## src/design/sbt_pkg.sv

```systemverilog
// package: register map, field layout, reset values and carrier types of the 16-bit timer
`default_nettype none
package sbt_pkg;
   // ************************************************************
   // register offsets
   // ************************************************************
   localparam logic [7:0] SBT_OFF_GLOBAL_IRQ_CTRL = 8'h0B;
   localparam logic [7:0] SBT_OFF_IRQ_FLAGS = 8'h0C;
   localparam logic [7:0] SBT_OFF_COUNT_LOW = 8'h0E;
   localparam logic [7:0] SBT_OFF_COUNT_HIGH = 8'h0F;
   localparam logic [7:0] SBT_OFF_CONTROL = 8'h10;
   localparam logic [7:0] SBT_OFF_CMP_LOW = 8'h15;
   localparam logic [7:0] SBT_OFF_CMP_HIGH = 8'h16;
   localparam logic [7:0] SBT_OFF_CMP_MODE = 8'h17;
   localparam logic [7:0] SBT_OFF_IRQ_ENABLES = 8'h8C;

   // ************************************************************
   // field positions
   // ************************************************************
   localparam int SBT_BIT_RUN = 0;
   localparam int SBT_BIT_CLK_SEL = 1;
   localparam int SBT_BIT_SYNC_DIS = 2;
   localparam int SBT_BIT_OSC_EN = 3;
   localparam int SBT_BIT_PRESCALE_LO = 4;
   localparam int SBT_BIT_OVF_FLAG = 0;
   localparam int SBT_BIT_OVF_IE = 0;

   // ************************************************************
   // reset values and constants
   // ************************************************************
   localparam logic [7:0] SBT_RST_CONTROL = 8'h00;
   localparam logic [7:0] SBT_RST_FLAGS = 8'h00;
   localparam logic [7:0] SBT_RST_ENABLES = 8'h00;
   localparam logic [7:0] SBT_RST_GLOBAL = 8'h00;
   localparam logic [7:0] SBT_RST_BYTE = 8'h00;
   localparam logic [15:0] SBT_RST_CMP = 16'hFFFF;
   localparam logic [3:0] SBT_MODE_SPECIAL_TRIG = 4'hB;
   localparam logic [7:0] SBT_CONTROL_MASK = 8'h3F;
   localparam logic [15:0] SBT_COUNT_MAX = 16'hFFFF;
   localparam logic [15:0] SBT_COUNT_ZERO = 16'h0000;

   // ************************************************************
   // carrier types
   // ************************************************************
   typedef struct packed {
      logic [1:0] unused;
      logic [1:0] prescale;
      logic osc_enable;
      logic sync_disable;
      logic clk_select;
      logic run_enable;
   } sbt_ctrl_t;

   typedef struct packed {
      logic [7:0] addr;
      logic [7:0] wdata;
      logic wr;
      logic rd;
   } sbt_bus_req_t;
endpackage
`default_nettype wire

```

## src/design/sbt_edge.sv

```systemverilog
// module: external count input synchroniser, falling-edge arming and rising-edge pulse
`default_nettype none
module sbt_edge
   import sbt_pkg::*;
(
   // clock and reset
   input wire logic core_clk,
   input wire logic rst_n,
   // control
   input wire logic arm_clear,
   input wire logic sync_disable,
   // count input
   input wire logic count_in,
   // result
   output logic rise_pulse
);
   logic sync_a, sync_b, prev, armed;
   logic next_sync_a, next_sync_b, next_prev, next_armed;
   logic sample;

   // bypass skips the two-flop stage so a sleeping core still sees edges quickly
   always_comb begin
      next_sync_a = count_in;
      next_sync_b = sync_a;
      sample = sync_disable ? count_in : sync_b;
      next_prev = sample;
      next_armed = armed;
      rise_pulse = 1'b0;
      if (arm_clear) begin
         next_armed = 1'b0;
      end else if (prev && !sample) begin
         next_armed = 1'b1;
      end else if (!prev && sample && armed) begin
         rise_pulse = 1'b1;
      end
   end

   // state registers
   always_ff @(posedge core_clk or negedge rst_n) begin
      if (!rst_n) begin
         sync_a <= 1'b0;
         sync_b <= 1'b0;
         prev <= 1'b0;
         armed <= 1'b0;
      end else begin
         sync_a <= next_sync_a;
         sync_b <= next_sync_b;
         prev <= next_prev;
         armed <= next_armed;
      end
   end
endmodule
`default_nettype wire

```

## src/design/sbt_presc.sv

```systemverilog
// module: input clock prescaler 1:1 to 1:8
`default_nettype none
module sbt_presc
   import sbt_pkg::*;
(
   // clock and reset
   input wire logic core_clk,
   input wire logic rst_n,
   // control
   input wire logic clear,
   input wire logic [1:0] ratio,
   input wire logic tick_in,
   // result
   output logic tick_out
);
   logic [2:0] count, next_count, limit;

   // the ratio code picks the last count before an output tick
   always_comb begin
      case (ratio)
         2'h0: limit = 3'h0;
         2'h1: limit = 3'h1;
         2'h2: limit = 3'h3;
         default: limit = 3'h7;
      endcase
      next_count = count;
      tick_out = 1'b0;
      if (clear) begin
         next_count = 3'h0;
      end else if (tick_in) begin
         if (count >= limit) begin
            next_count = 3'h0;
            tick_out = 1'b1;
         end else begin
            next_count = count + 3'h1;
         end
      end
   end

   // phase register
   always_ff @(posedge core_clk or negedge rst_n) begin
      if (!rst_n) begin
         count <= 3'h0;
      end else begin
         count <= next_count;
      end
   end
endmodule
`default_nettype wire

```

## src/design/sbt_timer.sv

```systemverilog
// module: 16-bit timer/counter with crystal oscillator, compare trigger reset and overflow interrupt
`default_nettype none
module sbt_timer
   import sbt_pkg::*;
(
   // clock and reset
   input wire logic core_clk,
   input wire logic rst_n,
   // register port
   input wire logic [7:0] reg_addr,
   input wire logic [7:0] reg_wdata,
   input wire logic reg_wr,
   input wire logic reg_rd,
   output logic [7:0] reg_rdata,
   // core state
   input wire logic sleep_mode,
   // count sources
   input wire logic external_count_clock_pin,
   input wire logic crystal_in_pin,
   output logic crystal_amp_out_pin,
   output logic crystal_amp_out_en,
   // second compare unit and converter
   input wire logic cmp2_special_trig,
   input wire logic adc_enabled,
   output logic adc_start,
   // interrupt
   output logic irq
);
   // ************************************************************
   // request carrier
   // ************************************************************
   sbt_bus_req_t req;
   // strobes travel with their address and data so every decode looks at one bundle
   assign req = '{
      addr: reg_addr,
      wdata: reg_wdata,
      wr: reg_wr,
      rd: reg_rd
   };

   // ************************************************************
   // register state
   // ************************************************************
   // control, flags, enables and the compare unit's own registers
   sbt_ctrl_t ctrl, next_ctrl;
   logic [7:0] flags, next_flags;
   logic [7:0] enables, next_enables;
   logic [7:0] global_ctrl, next_global_ctrl;
   logic [15:0] compare, next_compare;
   logic [3:0] cmp_mode, next_cmp_mode;
   logic [7:0] rdata_q, next_rdata;
   logic irq_q, next_irq;

   // decoded writes
   // the count bytes are separate 8-bit stores: a 16-bit value takes two writes,
   // so software should stop the counter first or it may catch a carry between them
   logic wr_low, wr_high, wr_ctrl;
   assign wr_low = req.wr && (req.addr == SBT_OFF_COUNT_LOW);
   assign wr_high = req.wr && (req.addr == SBT_OFF_COUNT_HIGH);
   assign wr_ctrl = req.wr && (req.addr == SBT_OFF_CONTROL);

   // ************************************************************
   // counter state
   // ************************************************************
   logic [15:0] count, next_count;
   // match_q remembers the previous compare hit so each arrival triggers once
   logic match_q, next_match_q;
   logic amp_q, next_amp_q;
   logic amp_en_q, next_amp_en_q;
   // adc_q holds the registered conversion start pulse
   logic adc_q, next_adc_q;

   // ************************************************************
   // count source selection
   // ************************************************************
   logic ext_source, ext_rise, raw_tick, presc_tick, arm_clear;

   // the crystal replaces the external pin as source when the oscillator runs
   assign ext_source = ctrl.osc_enable ? crystal_in_pin : external_count_clock_pin;
   // both sources pass through one synchroniser, so sync disable applies to each
   // re-arm on disable or on a change into counter mode so the first edge is never a rising one
   // a pin that idles low therefore costs one full pulse before counting starts
   assign arm_clear = !ctrl.run_enable || !ctrl.clk_select ||
                      (wr_ctrl && !(ctrl.run_enable && ctrl.clk_select));

   // edge detector with its own synchroniser; arming is cleared from here
   sbt_edge u_edge (
      .core_clk(core_clk),
      .rst_n(rst_n),
      .arm_clear(arm_clear),
      .sync_disable(ctrl.sync_disable),
      .count_in(ext_source),
      .rise_pulse(ext_rise)
   );

   // instruction-cycle counting halts in sleep; external counting does not
   // the prescaler sees raw ticks only while the run enable is set
   always_comb begin
      raw_tick = 1'b0;
      if (ctrl.run_enable) begin
         if (ctrl.clk_select) begin
            raw_tick = ext_rise;
         end else begin
            raw_tick = !sleep_mode;
         end
      end
   end

   // one divider after the source mux serves every source
   // a counter byte write restarts its phase
   sbt_presc u_presc (
      .core_clk(core_clk),
      .rst_n(rst_n),
      .clear(wr_low || wr_high),
      .ratio(ctrl.prescale),
      .tick_in(raw_tick),
      .tick_out(presc_tick)
   );

   // ************************************************************
   // crystal oscillator amplifier
   // ************************************************************
   // sleep is not an input here at all, so sleep cannot stop the amplifier
   // inverting amplifier: the output is the crystal input turned over, one clock late
   // no start-up timer: the first cycles after enabling may be junk,
   // and software has to wait them out before trusting the count
   always_comb begin
      next_amp_en_q = ctrl.osc_enable;
      next_amp_q = ctrl.osc_enable ? !crystal_in_pin : 1'b0;
   end

   // amplifier registers
   always_ff @(posedge core_clk or negedge rst_n) begin
      if (!rst_n) begin
         amp_q <= 1'b0;
         amp_en_q <= 1'b0;
      end else begin
         amp_q <= next_amp_q;
         amp_en_q <= next_amp_en_q;
      end
   end

   // ************************************************************
   // counter, compare trigger and overflow
   // ************************************************************
   logic trig_mode, match_now, trig1, any_trig, wrap;

   // trigger resets only work reliably in timer or synchronised mode; software keeps to that
   assign trig_mode = (cmp_mode == SBT_MODE_SPECIAL_TRIG);
   assign match_now = trig_mode && (count == compare);
   // one trigger per arrival at the compare value
   // without the edge a compare of zero would hold the counter at zero
   assign trig1 = match_now && !match_q;
   assign any_trig = trig1 || cmp2_special_trig;
   assign wrap = presc_tick && (count == SBT_COUNT_MAX);

   // priority: software write, then trigger clear, then prescaled count
   // the conversion start is registered: it leaves clean one cycle late and lasts as long as the enabled trigger
   always_comb begin
      next_count = count;
      next_match_q = match_now;
      next_adc_q = cmp2_special_trig && adc_enabled;
      if (wr_low || wr_high) begin
         // a write wins over a trigger in the same cycle
         if (wr_low) begin
            next_count[7:0] = req.wdata;
         end
         if (wr_high) begin
            next_count[15:8] = req.wdata;
         end
      end else if (any_trig) begin
         // both unit triggers land here; only the first unit's comes from the compare
         next_count = SBT_COUNT_ZERO;
      end else if (presc_tick) begin
         // the 16-bit add wraps FFFF to 0000 by itself
         next_count = count + 16'h0001;
      end
   end

   // counter registers
   // the count resets to zero; the byte registers keep no separate holding copy
   always_ff @(posedge core_clk or negedge rst_n) begin
      if (!rst_n) begin
         count <= SBT_COUNT_ZERO;
         match_q <= 1'b0;
         adc_q <= 1'b0;
      end else begin
         count <= next_count;
         match_q <= next_match_q;
         adc_q <= next_adc_q;
      end
   end

   // ************************************************************
   // register file and interrupt
   // ************************************************************
   logic ovf_set;
   // the global interrupt control byte is only a store; irq is gated by the enables alone
   // a trigger clear is not a wrap, so it never reaches the flag
   // a counter write that lands on the wrap edge also wins, so no flag either
   assign ovf_set = wrap && !any_trig && !wr_low && !wr_high;

   // software writes, then the hardware flag set, then the interrupt level
   // irq uses next values so it rises on the same edge as the flag
   always_comb begin
      next_ctrl = ctrl;
      next_flags = flags;
      next_enables = enables;
      next_global_ctrl = global_ctrl;
      next_compare = compare;
      next_cmp_mode = cmp_mode;
      if (req.wr) begin
         case (req.addr)
            SBT_OFF_CONTROL: next_ctrl = sbt_ctrl_t'(req.wdata & SBT_CONTROL_MASK);
            SBT_OFF_IRQ_FLAGS: next_flags = flags & ~req.wdata; // write one to clear
            SBT_OFF_IRQ_ENABLES: next_enables = req.wdata;
            SBT_OFF_GLOBAL_IRQ_CTRL: next_global_ctrl = req.wdata;
            SBT_OFF_CMP_LOW: next_compare[7:0] = req.wdata;
            SBT_OFF_CMP_HIGH: next_compare[15:8] = req.wdata;
            SBT_OFF_CMP_MODE: next_cmp_mode = req.wdata[3:0];
            default: next_compare = compare;
         endcase
      end
      // hardware set wins over a software clear in the same cycle
      if (ovf_set) begin
         next_flags[SBT_BIT_OVF_FLAG] = 1'b1;
      end
      next_irq = |(next_flags & next_enables);
   end

   // read mux: data stand in the cycle after the strobe only
   // idle and unmapped cycles read zero, so a stale byte never looks like data
   always_comb begin
      next_rdata = 8'h00;
      if (req.rd) begin
         case (req.addr)
            SBT_OFF_CONTROL: next_rdata = ctrl;
            SBT_OFF_IRQ_FLAGS: next_rdata = flags;
            SBT_OFF_IRQ_ENABLES: next_rdata = enables;
            SBT_OFF_GLOBAL_IRQ_CTRL: next_rdata = global_ctrl;
            SBT_OFF_COUNT_LOW: next_rdata = count[7:0];
            SBT_OFF_COUNT_HIGH: next_rdata = count[15:8];
            SBT_OFF_CMP_LOW: next_rdata = compare[7:0];
            SBT_OFF_CMP_HIGH: next_rdata = compare[15:8];
            SBT_OFF_CMP_MODE: next_rdata = {4'h0, cmp_mode};
            default: next_rdata = 8'h00;
         endcase
      end
   end

   // register file registers
   // the compare pair resets to all ones, so a trigger mode set early waits a full count
   always_ff @(posedge core_clk or negedge rst_n) begin
      if (!rst_n) begin
         ctrl <= sbt_ctrl_t'(SBT_RST_CONTROL);
         flags <= SBT_RST_FLAGS;
         enables <= SBT_RST_ENABLES;
         global_ctrl <= SBT_RST_GLOBAL;
         compare <= SBT_RST_CMP;
         cmp_mode <= SBT_RST_BYTE[3:0];
         rdata_q <= SBT_RST_BYTE;
         irq_q <= 1'b0;
      end else begin
         ctrl <= next_ctrl;
         flags <= next_flags;
         enables <= next_enables;
         global_ctrl <= next_global_ctrl;
         compare <= next_compare;
         cmp_mode <= next_cmp_mode;
         rdata_q <= next_rdata;
         irq_q <= next_irq;
      end
   end

   // ************************************************************
   // outputs
   // ************************************************************
   // every output leaves straight from a register, so no decode glitch reaches a pin
   assign reg_rdata = rdata_q;
   assign irq = irq_q;
   assign crystal_amp_out_pin = amp_q;
   assign crystal_amp_out_en = amp_en_q;
   assign adc_start = adc_q;
endmodule
`default_nettype wire

```

## config.mk

```make
export PLATFORM = sky130hd
export DESIGN_NAME = sbt_timer
export DESIGN_NICKNAME = d
export VERILOG_FILES = /design/src/design/sbt_pkg.sv /design/src/design/sbt_edge.sv /design/src/design/sbt_presc.sv /design/src/design/sbt_timer.sv
export SDC_FILE = /design/constraint.sdc
export NUM_CORES = 1
export LEC_CHECK = 0
export ABC_CLOCK_PERIOD_IN_PS = 2900
export BUFFER_PORTS_ARGS = -buffer_cell sky130_fd_sc_hd__buf_2
export CORE_MARGIN = 5
export CORE_UTILIZATION = 55
export DETAILED_ROUTE_END_ITERATION = 12
export HOLD_SLACK_MARGIN = 0.03
export PLACE_DENSITY = 0.79
export SLEW_MARGIN = 20
export SYNTH_ARGS = -nofsm -noshare
export SYNTH_HDL_FRONTEND = slang
export SYNTH_SLANG_ARGS = --single-unit
```

## constraint.sdc

```tcl
create_clock -name core_clk -period 2.9 [get_ports core_clk]
set_clock_uncertainty 0.05 [all_clocks]
set_input_delay 0.58 -clock core_clk [delete_from_list [all_inputs] [get_ports core_clk]]
set_output_delay 0.58 -clock core_clk [all_outputs]
set_load 0.1 [all_outputs]
```

==> run summary <==
Status -> complete, no violations
Sequential cell area -> 2170 µm²
Final Cell Area -> 5230 µm²
Setup crit end kind -> flip-flop
Filler cells -> 652
Syn-to-layout area delta -> 10.9%
Antenna cells -> 0
IO buf count -> 36
Synthesized instance count -> 452
Root Driver -> clkbuf_8
Starting Density -> 56.8%
Crit-path slowest cell -> a21oi_1
Period utilisation layout -> 87.9%
Seq/Total Area, Yosys -> 46.1%
Post-Syn Nets -> 482
Max-Cap Viols -> 0
H-tree depth -> 3
Post_cts resized -> 0
Grt ovf -> 0
RR Endpoint -> count[8]
Longest Clk Path Bufs -> 2
WL final -> 12.7 mm
Fraction of layout cells with a size suffix above 1 -> 28.2%
Hpwl dp -> 9.07 mm
Post-layout minimum cycle time -> 2.55 ns
Global-route wire length before repair -> 20.5 mm
Setup TNS -> 0 ns
R2r setup slk -> 0.35 ns
Worst min path class -> input port to async pin
DR vias -> 3967
Vias/cell -> 6.68
Core area -> 8300 µm²
Top cells by count, synth -> 70 x dfrtp_1, 42 x nand2_1, 41 x mux2_2
Worst skew pair latency -> 0.37 ns
Top Ports -> 37
CTS tree -> built
Area after DPL -> 5030 µm²
Footprint of the multi-input gates -> 2380 µm²
Cell chain of the critical path -> nor2_1 > nor4b_1 > a21o_1 > nand2_1 > a21oi_1 > a2bb2oi_1
Final setup fails -> 0
Cell Pwr Density -> 447 nW/µm²
Worst slew pin tran -> 0.902 ns
Max-slew headroom -> 39.2%
RSZ-0062 raised after global routing -> no
Finished Layout Cells -> 594
GRT Resource Usage Total -> 25.5%
Initial antenna violation count -> 0
FF-to-FF path depth -> 6
Die Span X -> 103 µm
Die Ht -> 103 µm
Largest net degree at the start of global routing -> 87
Largest cells by area after synthesis -> dfrtp_1 37%, mux2_2 9.8%, dfstp_2 8.9%
Clk sinks -> 86
Vias in the first global route -> 3838
Reg clk slew, reported paths -> 0.10 ns
Synth warnings -> 0
Final antenna-violating net count -> 0
Post-synthesis cell type count -> 53
Finished Core Util -> 63.0%
Slowest cell delay on critical path -> 0.59 ns
Largest delay share family, worst path -> compound AO/OA/AOI/OAI gates
CP Buf/Inv Count -> 0
Most used DFF post-synth -> dfrtp_1
GPL Wtd Cong -> 0.940
Maximum clock frequency -> 392 MHz
DR WL/cell -> 21.4 µm
Rows -> 33
Leakage -> 2.43 nW
Critical path arrival -> 2.79 ns
Hold buffer count at cts -> 0
Final #Nets -> 514
Cts bufs inserted -> 9
Setup CP Type -> flip-flop to flip-flop
Post-synth EDFFs -> 0
Worst setup SP type -> flip-flop
Post-synthesis area per instance -> 10.4 µm²
Max VDD drop -> 0.242 mV
Crit. path cell count -> 6
CP max FO -> 10
1st-pass router iterations -> 7
Post-synth top area cell -> dfrtp_1
Worst r2r src -> ctrl[2]
Placed cell count -> 578
Yosys top cell area share -> 37.1%
DRC violations left -> 0
1st-iter DRT viols -> 307
Count leader, synth -> dfrtp_1
Setup Buffers After CTS -> 0
Async SR Flop Fraction -> 100%
Final hold vios -> 0
Die ar. -> 10500 µm²
Final Max Tran Viols -> 0
Worst EP required -> 3.14 ns
Synth Cell Area -> 4720 µm²
Flops & latches, synth -> 86
[layer usage]
| layer | GRT usage [%] | routed length [µm] |
|---|---|---|
| met2 | 40.3 | 5850 |
| met5 | 0 | 0 |
| met4 | 9.79 | 407 |
| met3 | 3.38 | 985 |
| met1 | 35.9 | 5450 |
[worst max path at each step]
stage	startpoint	to	slack, ns
final	ctrl[2]	count[8]	0.35
after CTS	ctrl[2]	count[12]	0.38
after floorplan	ctrl[4]	count[15]	0.64
after global placement	reg_addr[1]	irq	0.38
after global routing	ctrl[2]	count[14]	0.03
after detailed placement	reg_addr[5]	irq	0.32
[sequential cells by signal, summed over array words and instances, names as in the netlist]
signal               count
compare                 16
ctrl                     5
match_q                  1
enables                  8
crystal_amp_out_en       1
next_amp_en_q            1
u_edge.armed             1
adc_start                1
irq                      1
u_edge.next_sync_b       1
reg_rdata                8
flags                    8
global_ctrl              8
crystal_amp_out_pin      1
u_presc.count            3
u_edge.sync_b            1
count                   16
u_edge.prev              1
cmp_mode                 4
[stage by stage]
step	hold WS, ns	total power [mW]	setup slack (ns)
global route	0.203	2.42	0.0347
floorplan	0.234	1.41	0.639
finish	0.149	2.33	0.350
detailed placement	0.298	1.52	0.323
global placement	0.288	1.51	0.381
CTS	0.204	2.34	0.379
[where the power goes]
group	leakage [nW]	switching, mW	internal [mW]
sequential	1.13	0.0340	1.24
clock	0.102	0.497	0.341
combinational	1.20	0.137	0.0823
[cell usage in the layout, fill, tap and decap left out, types with 7 or more instances in the layout]
| cell type | instances |
|---|---|
| dfrtp_1 | 70 |
| nand2_1 | 42 |
| mux2_2 | 41 |
| buf_2 | 35 |
| nor2_1 | 18 |
| a2bb2oi_1 | 16 |
| a21oi_1 | 16 |
| dfstp_2 | 16 |
| buf_4 | 16 |
| nand3_1 | 15 |
| o21ai_0 | 15 |
| a22oi_1 | 14 |
| xor2_1 | 13 |
| inv_1 | 10 |
| o21a_1 | 10 |
| a31oi_1 | 10 |
| o211ai_1 | 9 |
| clkbuf_8 | 9 |
| mux2i_1 | 8 |
| a22o_1 | 8 |
| and3_1 | 7 |
| nor4_1 | 7 |
| nand4_1 | 7 |
[logic make-up (layout without fill, tap and decap cells)]
family | Yosys count | count (layout) | synth area share [%]
AND/OR/NAND/NOR | 134 | 134 | 15.8
AO/OA/AOI/OAI | 121 | 121 | 18.8
flip-flops | 86 | 86 | 46.1
buffers and inverters | 41 | 78 | 3.56
multiplexers | 49 | 49 | 11.5
XOR/XNOR | 16 | 16 | 2.97
adder cells (fa/ha/maj) | 5 | 5 | 1.33
[layout make-up]
type                       count  share of cell area (%)
multi-input combinational    325                    45.5
sequential                    86                    41.6
timing repair buffer          52                    6.03
tap                          105                    2.51
clock buffer                   9                    2.37
clock inverter                 7                    1.36
inverter                      10                   0.718
(Power assumes the default switching activity.)
